<file path="src/rdi_ctrl_pkg.sv">
// Shared constants and types for the path RDI insertion control block.
// Assumes an 8-bit register port with byte offsets as printed.
package rdi_ctrl_pkg;

	localparam int unsigned ADDR_W = 16;
	localparam int unsigned DATA_W = 8;
	localparam int unsigned CODE_W = 3;
	localparam int unsigned SPEED_W = 4;
	localparam int unsigned DEFECT_N = 5;

	// Register offsets
	localparam logic [ADDR_W-1:0] RDI_CTRL_2_ADDR = 16'h07C9;
	localparam logic [ADDR_W-1:0] RDI_CTRL_1_ADDR = 16'h07CA;
	localparam logic [ADDR_W-1:0] RDI_CTRL_0_ADDR = 16'h07CB;
	localparam logic [ADDR_W-1:0] RDI_STATUS_ADDR = 16'h07CC;
	localparam logic [ADDR_W-1:0] PORT_CLOCK_ADDR = 16'h07CF;

	// Reset values and register masks
	localparam logic [DATA_W-1:0] CTRL_RESET = 8'h00;
	localparam logic [SPEED_W-1:0] SPEED_RESET = 4'h0;
	localparam logic [DATA_W-1:0] CTRL_2_MASK = 8'h0F;
	localparam logic [DATA_W-1:0] PORT_CLOCK_MASK = 8'h0F;

	// Field positions in the control registers
	localparam int unsigned HI_CODE_LSB = 5;
	localparam int unsigned HI_EN_BIT = 4;
	localparam int unsigned LO_CODE_LSB = 1;
	localparam int unsigned LO_EN_BIT = 0;

	// RDI field position inside the G1 byte
	localparam int unsigned G1_RDI_LSB = 1;

	// Defect index within the sampled defect vector
	localparam int unsigned DEF_AIS = 4;
	localparam int unsigned DEF_LOP = 3;
	localparam int unsigned DEF_UNEQ = 2;
	localparam int unsigned DEF_TIM = 1;
	localparam int unsigned DEF_PLM = 0;

	typedef struct packed {
		logic [DATA_W-1:0]   ctrl2;
		logic [DATA_W-1:0]   ctrl1;
		logic [DATA_W-1:0]   ctrl0;
		logic [SPEED_W-1:0]  speed;
		logic [DATA_W-1:0]   rdata;
		logic [CODE_W-1:0]   code;
		logic                active;
		logic [DATA_W-1:0]   g1;
		logic [DEFECT_N-1:0] seen;
	} rdi_state_t;

	localparam rdi_state_t RDI_STATE_RESET = '{
		ctrl2:  CTRL_RESET,
		ctrl1:  CTRL_RESET,
		ctrl0:  CTRL_RESET,
		speed:  SPEED_RESET,
		rdata:  CTRL_RESET,
		code:   3'h0,
		active: 1'b0,
		g1:     8'h00,
		seen:   5'h00
	};

	typedef struct packed {
		logic [SPEED_W-1:0] count;
		logic               clk_out;
	} div_state_t;

	localparam div_state_t DIV_STATE_RESET = '{count: 4'h0, clk_out: 1'b0};

endpackage

</file>
<file path="src/overhead_clock_divider.sv">
// Overhead serial port clock divider.
// Assumes the divisor comes from a register in the same clock domain.
`timescale 1ns/1ns
module overhead_clock_divider
	import rdi_ctrl_pkg::*;
(
	input  wire logic               clk,
	input  wire logic               rst_n,
	input  wire logic [SPEED_W-1:0] divisor,
	output wire logic               clk_out
);

	div_state_t s_q;
	div_state_t s_d;

	// Half period of divisor plus one source cycles
	always_comb begin
		s_d = s_q;
		if (s_q.count >= divisor) begin
			s_d.count = 4'h0;
			s_d.clk_out = ~s_q.clk_out;
		end else begin
			s_d.count = s_q.count + 4'h1;
		end
	end

	always_ff @(posedge clk) begin
		if (!rst_n) begin
			s_q <= DIV_STATE_RESET;
		end else begin
			s_q <= s_d;
		end
	end

	assign clk_out = s_q.clk_out;
endmodule

</file>
<file path="src/hp_rdi_auto_insert_ctrl.sv">
// Path RDI automatic insertion control and overhead port clock setting.
// Assumes defect levels and frame start are synchronous to CORE_CLK.
//
// The address-and-strobe port was decided locally.
`timescale 1ns/1ns
module hp_rdi_auto_insert_ctrl
	import rdi_ctrl_pkg::*;
(
	input  wire logic              CORE_CLK,
	input  wire logic              RST_N,
	input  wire logic [ADDR_W-1:0] REG_ADDR,
	input  wire logic [DATA_W-1:0] REG_WDATA,
	input  wire logic              REG_WR,
	input  wire logic              REG_RD,
	output wire logic [DATA_W-1:0] REG_RDATA,
	input  wire logic              TRACE_MISMATCH_DEFECT,
	input  wire logic              UNEQUIPPED_PATH_DEFECT,
	input  wire logic              POINTER_LOSS_DEFECT,
	input  wire logic              ALARM_INDICATION_DEFECT,
	input  wire logic              PAYLOAD_LABEL_MISMATCH_DEFECT,
	input  wire logic              TX_FRAME_START,
	input  wire logic [DATA_W-1:0] G1_IN,
	output wire logic [DATA_W-1:0] G1_OUT,
	output wire logic [CODE_W-1:0] RDI_CODE,
	output wire logic              RDI_ACTIVE,
	output wire logic              OVERHEAD_PORT_TX_CLOCK
);

	rdi_state_t s_q;
	rdi_state_t s_d;

	logic [DEFECT_N-1:0] defects;
	logic [DEFECT_N-1:0] enables;
	logic [DEFECT_N-1:0] armed;
	logic [CODE_W-1:0]   codes [DEFECT_N];
	logic [CODE_W-1:0]   sel_code;
	logic                sel_any;

	assign defects[DEF_AIS] = ALARM_INDICATION_DEFECT;
	assign defects[DEF_LOP] = POINTER_LOSS_DEFECT;
	assign defects[DEF_UNEQ] = UNEQUIPPED_PATH_DEFECT;
	assign defects[DEF_TIM] = TRACE_MISMATCH_DEFECT;
	assign defects[DEF_PLM] = PAYLOAD_LABEL_MISMATCH_DEFECT;

	// Enable bits and stored codes per defect
	assign enables[DEF_AIS] = s_q.ctrl0[LO_EN_BIT];
	assign enables[DEF_LOP] = s_q.ctrl0[HI_EN_BIT];
	assign enables[DEF_UNEQ] = s_q.ctrl1[LO_EN_BIT];
	assign enables[DEF_TIM] = s_q.ctrl1[HI_EN_BIT];
	assign enables[DEF_PLM] = s_q.ctrl2[LO_EN_BIT];
	assign codes[DEF_AIS] = s_q.ctrl0[LO_CODE_LSB +: CODE_W];
	assign codes[DEF_LOP] = s_q.ctrl0[HI_CODE_LSB +: CODE_W];
	assign codes[DEF_UNEQ] = s_q.ctrl1[LO_CODE_LSB +: CODE_W];
	assign codes[DEF_TIM] = s_q.ctrl1[HI_CODE_LSB +: CODE_W];
	assign codes[DEF_PLM] = s_q.ctrl2[LO_CODE_LSB +: CODE_W];

	// A disabled defect never takes part in selection
	assign armed = defects & enables;

	// Fixed priority, highest index first
	always_comb begin
		sel_code = 3'h0;
		sel_any = 1'b0;
		for (int i = 0; i < DEFECT_N; i++) begin
			if (armed[i]) begin
				sel_code = codes[i];
				sel_any = 1'b1;
			end
		end
	end

	always_comb begin
		s_d = s_q;
		s_d.rdata = 8'h00;
		if (REG_WR) begin
			unique case (REG_ADDR)
				RDI_CTRL_2_ADDR: s_d.ctrl2 = REG_WDATA & CTRL_2_MASK;
				RDI_CTRL_1_ADDR: s_d.ctrl1 = REG_WDATA;
				RDI_CTRL_0_ADDR: s_d.ctrl0 = REG_WDATA;
				PORT_CLOCK_ADDR: s_d.speed = REG_WDATA[SPEED_W-1:0];
				default: ;
			endcase
		end
		if (REG_RD) begin
			unique case (REG_ADDR)
				RDI_CTRL_2_ADDR: s_d.rdata = s_q.ctrl2;
				RDI_CTRL_1_ADDR: s_d.rdata = s_q.ctrl1;
				RDI_CTRL_0_ADDR: s_d.rdata = s_q.ctrl0;
				RDI_STATUS_ADDR: s_d.rdata = {s_q.code, s_q.seen};
				PORT_CLOCK_ADDR: s_d.rdata = {4'h0, s_q.speed} & PORT_CLOCK_MASK;
				default: s_d.rdata = 8'h00;
			endcase
		end
		// Selected code is held for a whole frame
		if (TX_FRAME_START) begin
			s_d.code = sel_any ? sel_code : 3'h0;
			s_d.active = sel_any;
			s_d.seen = armed;
		end
		// G1 passes through; RDI bits replaced only while active
		s_d.g1 = G1_IN;
		if (s_q.active) begin
			s_d.g1[G1_RDI_LSB +: CODE_W] = s_q.code;
		end
	end

	always_ff @(posedge CORE_CLK) begin
		if (!RST_N) begin
			s_q <= RDI_STATE_RESET;
		end else begin
			s_q <= s_d;
		end
	end

	assign REG_RDATA = s_q.rdata;
	assign G1_OUT = s_q.g1;
	assign RDI_CODE = s_q.code;
	assign RDI_ACTIVE = s_q.active;

	// Software keeps the divisor inside the legal band
	overhead_clock_divider u_div (
		.clk     (CORE_CLK),
		.rst_n   (RST_N),
		.divisor (s_q.speed),
		.clk_out (OVERHEAD_PORT_TX_CLOCK)
	);
endmodule

</file>
<file path="config.mk">
export PLATFORM = sky130hd
export DESIGN_NAME = hp_rdi_auto_insert_ctrl
export DESIGN_NICKNAME = d
export VERILOG_FILES = /design/src/rdi_ctrl_pkg.sv /design/src/overhead_clock_divider.sv /design/src/hp_rdi_auto_insert_ctrl.sv
export SDC_FILE = /design/constraint.sdc
export NUM_CORES = 1
export LEC_CHECK = 0
export BUFFER_PORTS_ARGS = -buffer_cell sky130_fd_sc_hd__buf_2
export CORE_ASPECT_RATIO = 1.25
export CORE_MARGIN = 1
export CORE_UTILIZATION = 35
export CTS_CLUSTER_DIAMETER = 60
export DETAILED_ROUTE_END_ITERATION = 10
export PLACE_DENSITY = 0.6
export SLEW_MARGIN = 20
export SYNTH_ARGS = -nofsm -noshare
export SYNTH_HDL_FRONTEND = slang
export SYNTH_HIERARCHICAL = 1
export SYNTH_SLANG_ARGS = --single-unit
</file>
<file path="constraint.sdc">
create_clock -name CORE_CLK -period 5.85 [get_ports CORE_CLK]
set_input_delay 0.2925 -clock CORE_CLK [delete_from_list [all_inputs] [get_ports CORE_CLK]]
set_output_delay 0.2925 -clock CORE_CLK [all_outputs]
set_load 0.05 [all_outputs]
</file>
Yosys cells after proc, flatten, opt, wreduce, memory -nomap -nowiden
Index checks and enable logic that the tools add are counted.
- word-level logic and storage cells: 40
- bits in registers: 54
- input bits: 42
- reduce and logical (&&, ||, !) cells: 6
- equality and inequality tests: 5
- order comparisons: 1
- bitwise logic cells: 3
- add/sub/neg operators: 1
- multiplexer cells: 13
- operator list (kind ; count):
    equality test 16 x 11 -> 1 bit, second input constant ; 5
    one-hot mux 8 bit (5 select lines) ; 1
    two-way mux 3 bit ; 7
    AND reduction 2 bit ; 5
    bitwise AND 5 bit ; 1
    two-way mux 1 bit ; 5
    adder 4 x 1 -> 4 bit, second input constant ; 1
    >= comparator 4 bit ; 1
    inverter 1 bit ; 2
    OR reduction 2 bit ; 1

Longest topological paths before layout
- depth in word-level cells: 7
- gate-level depth with buffers: 6
- gate-level depth less buffers: 6

Hierarchy
Netlist, hierarchy kept.
- by module, submodules not included (module ; cells an instance ; area an instance (µm²) ; sequential area each (µm²) ; instances):
    hp_rdi_auto_insert_ctrl ; 284 ; 2439.8 ; 980.9 ; 1
    overhead_clock_divider ; 31 ; 306.5 ; 100.1 ; 1

Least setup slack after synthesis
Ideal clock, no wire load.
- kind: input -> register
- from: in REG_ADDR[5]
- to: reg s_q, in the netlist codes[0]
- library setup time: 0.072 ns
- cell stages on the path: 6
- arrival time: 2.065 ns
- setup slack: 3.713 ns
- buffers on the path: 2
- cells stage by stage: or3b_1 buf_2 or3_1 buf_6 nor4_4 mux2i_1
- longest elaborated chain between the ends: 2
- ends and longest elaborated chain (element ; line ; source):
    start: declaration ; hp_rdi_auto_insert_ctrl.sv:11 ; input wire logic [ADDR_W-1:0] REG_ADDR,
    equality test 16 x 11 -> 1 bit ; hp_rdi_auto_insert_ctrl.sv:76 ; unique case (REG_ADDR)
    AND reduction 2 bit (no source line) ; - ;
    end signal: assignment ; hp_rdi_auto_insert_ctrl.sv:109 ; s_q <= RDI_STATE_RESET;
    end signal: assignment ; hp_rdi_auto_insert_ctrl.sv:111 ; s_q <= s_d;
    end: declaration ; hp_rdi_auto_insert_ctrl.sv:29 ; rdi_state_t s_q;
Every way passes these cells.
A chain may end at the register's enable or synchronous reset.

Worst setup path in the final report
- from: in REG_ADDR[5]
- to: reg s_q, in the netlist codes[4]
Same word-level chain as after synthesis.

==> results_dict.tcl <==
set metrics [dict create \
    htree_levels 2 \
    track_usage_pct 17.8 \
    cpMaxStageDelayCell "nor4_4" \
    critPathBufInv 1 \
    clk_pin_slew_ns 0.11 \
    arrival_ns 2.34 \
    areaGrowthSynthToFinish_pct 12.3 \
    worstReg2RegStart "enables[1]" \
    die_x_microns 81.2 \
    dieArea_sq_um 8210 \
    grt_pass1_vias 2259 \
    r2r-end "RDI_CODE[1]" \
    final.setup_skew_ns 0.0134 \
    top_layer "met4" \
    io_buffer_count 62 \
    slowest_delay_ns 0.68 \
    setup_violations 0 \
    worst_pin_slew_ns 0.728 \
    yosys-top-cells-count "dfxtp_1, nand2_1, a21oi_1" \
    finalHoldViolCount 0 \
    synth_edf_count 0 \
    num_vias 2403 \
    clock_sinks 54 \
    antenna_found_initial 0 \
    drt_iter0_drc 195 \
    ys_types 51 \
    hold_buffers 0 \
    route.met3.wl_microns 472 \
    maxCapViolations 0 \
    required_ns 6.10 \
    syn_inst 315 \
    path_class "primary input to flip-flop" \
    syn_nets 362 \
    postRouteWirelength_mm 6.79 \
    post_cts_resized 0 \
    grt_max_degree 28 \
    postCtsSetupBuffers 0 \
    synth_top_cell_by_area "dfxtp_1" \
    core.rowCount 35 \
    wl_per_cell_microns 15.3 \
    drc_errors 0 \
    core_region_area_sq_um 7490 \
    tns_ns 0 \
    nNetsFinal 399 \
    endpoint "codes[4]" \
    crit_chain "buf_2, or3b_1, or3_1, nor4_4, mux2i_1" \
    cts_buffer_depth 2 \
    hold_class "primary input to flip-flop" \
    fillers 770 \
    grt-ovfl-total 0 \
    wl_met2_mm 3.21 \
    fin_crit_ns 2.09 \
    globalplace.congestion 0.891 \
    ir_drop_mv 0.0957 \
    status "completed" \
    fin_total_pwr_uw 660 \
    grt_pass1_wl_mm 11.0 \
    synthesis.area_sq_um 2750 \
    cts_tree "yes" \
    ys_async_sr_fraction_pct 0 \
    ys_top_cells_by_area "dfxtp_1, buf_4, mux2i_1, a21oi_1, nand2_1" \
    die_y_microns 101 \
    rsz0062_at_grt "false" \
    ys.flop_type "dfxtp_1" \
    drtAntennaViolNets 0 \
    startpoint_type "primary input" \
    viasPerCell 5.40 \
    cts_made_buffers 5 \
    wl_met1_mm 2.87 \
    drive_above_1_share_pct 23.5 \
    rr_worst_depth 4 \
    worstSkewPairLatency_ns 0.31 \
    leakage_uw 0.00117 \
    crit_start "REG_ADDR[5]" \
    power.density_nw_per_um2 214 \
    cp.depth 5 \
    ys_ff_latch 54 \
    n_antenna_cell 0 \
    hpwl_mm 5.20 \
    path_max_fanout 9 \
    finish.utilization_pct 41.2 \
    yosysSeqAreaShare_pct 39.4 \
    first_pass_iters 4 \
    start_util_pct 36.7 \
    synth_warnings 6 \
    yosysTopAreaCellShare_pct 39.4 \
    layout_worst_path_cycle_share_pct 35.7 \
    crit_path_end_kind "flip-flop" \
    crit_family "simple AND/OR/NAND/NOR gates" \
    fmax_mhz 479 \
    slew_viol_final 0 \
    syn_area_per_cell_sq_um 8.72 \
    io_pins 63 \
    rrSetupSlack_ns 4.27 \
    max-slew-margin-rel_pct 51.1 \
    cts_root_buf "clkbuf_8" \
    synth_most_common_cell "dfxtp_1" \
]
-- report_power, final --
part / leakage, uW / total (uW) / internal, uW / switching, uW
sequential: 0.000437 / 373 / 371 / 1.36
clock: 0.0000506 / 224 / 89.8 / 134
combinational: 0.000684 / 63.7 / 20.5 / 43.1
total: 0.00117 / 660 / 482 / 178
-- through the flow --
step	setup WS [ns]	cells	hold WS, ns	area (sq um)
floorplan	3.71	315	0.420	2750
global placement	3.46	437	0.449	2980
detailed placement	3.40	437	0.464	2990
CTS	3.74	445	0.166	3080
global route	3.62	445	0.160	3080
finish	3.76	445	0.173	3080
-- state kept, by name (all words and copies together) (netlist names) --
register       flops
enables            5
RDI_ACTIVE         1
u_div/s_q          4
s_q                9
codes             15
G1_OUT             8
RDI_CODE           3
REG_RDATA          8
u_div/clk_out      1
-- worst min path at each step --
stage / startpoint / to / cells after the start
finish: G1_IN[0] / G1_OUT[0] / 2
CTS: G1_IN[0] / G1_OUT[0] / 2
global route: G1_IN[5] / G1_OUT[5] / 2
floorplan: G1_IN[0] / G1_OUT[0] / 1
detailed placement: u_div/clk_out / u_div/clk_out / 2
global placement: u_div/clk_out / u_div/clk_out / 2
-- routing by layer --
layer	vias to the layer above	track usage [%]
met5	-	0
met4	0	8.52
met3	21	3.08
met2	108	29.0
met1	1070	22.4
li1	1204	-
-- cells in the final DEF (no fill, tap or decap), types with 7 or more instances in the layout --
cell      n
dfxtp_1  54
buf_2    62
a22o_1    9
mux2i_1  14
and2_1    7
o21ai_0  20
nand3_1  21
nor2_1   16
nand2_1  28
and3_1    8
a21oi_1  23
-- layout make-up --
cell class              instances  area (sq um)  share of cell area, %
clock buffers                   5          68.8                   2.23
clock inverters                 3          28.8                  0.933
inverters                       6          22.5                  0.731
multi-input cells             221          1440                   46.8
flip-flops and latches         54          1080                   35.1
well taps                      92           115                   3.73
repair buffers                 64           325                   10.6
-- cell families (layout without fill, tap and decap cells) --
logic type / Yosys count / count (layout) / synth area share [%]
mux: 18 / 18 / 6.74
xor+xnor: 2 / 2 / 0.638
compound gates: 78 / 78 / 18.9
fa+ha+maj: 5 / 5 / 2.28
flops: 54 / 54 / 39.4
simple gates: 118 / 118 / 23.7
buf+inv: 40 / 78 / 8.38
Note: power is estimated with default switching activity, not from simulation.
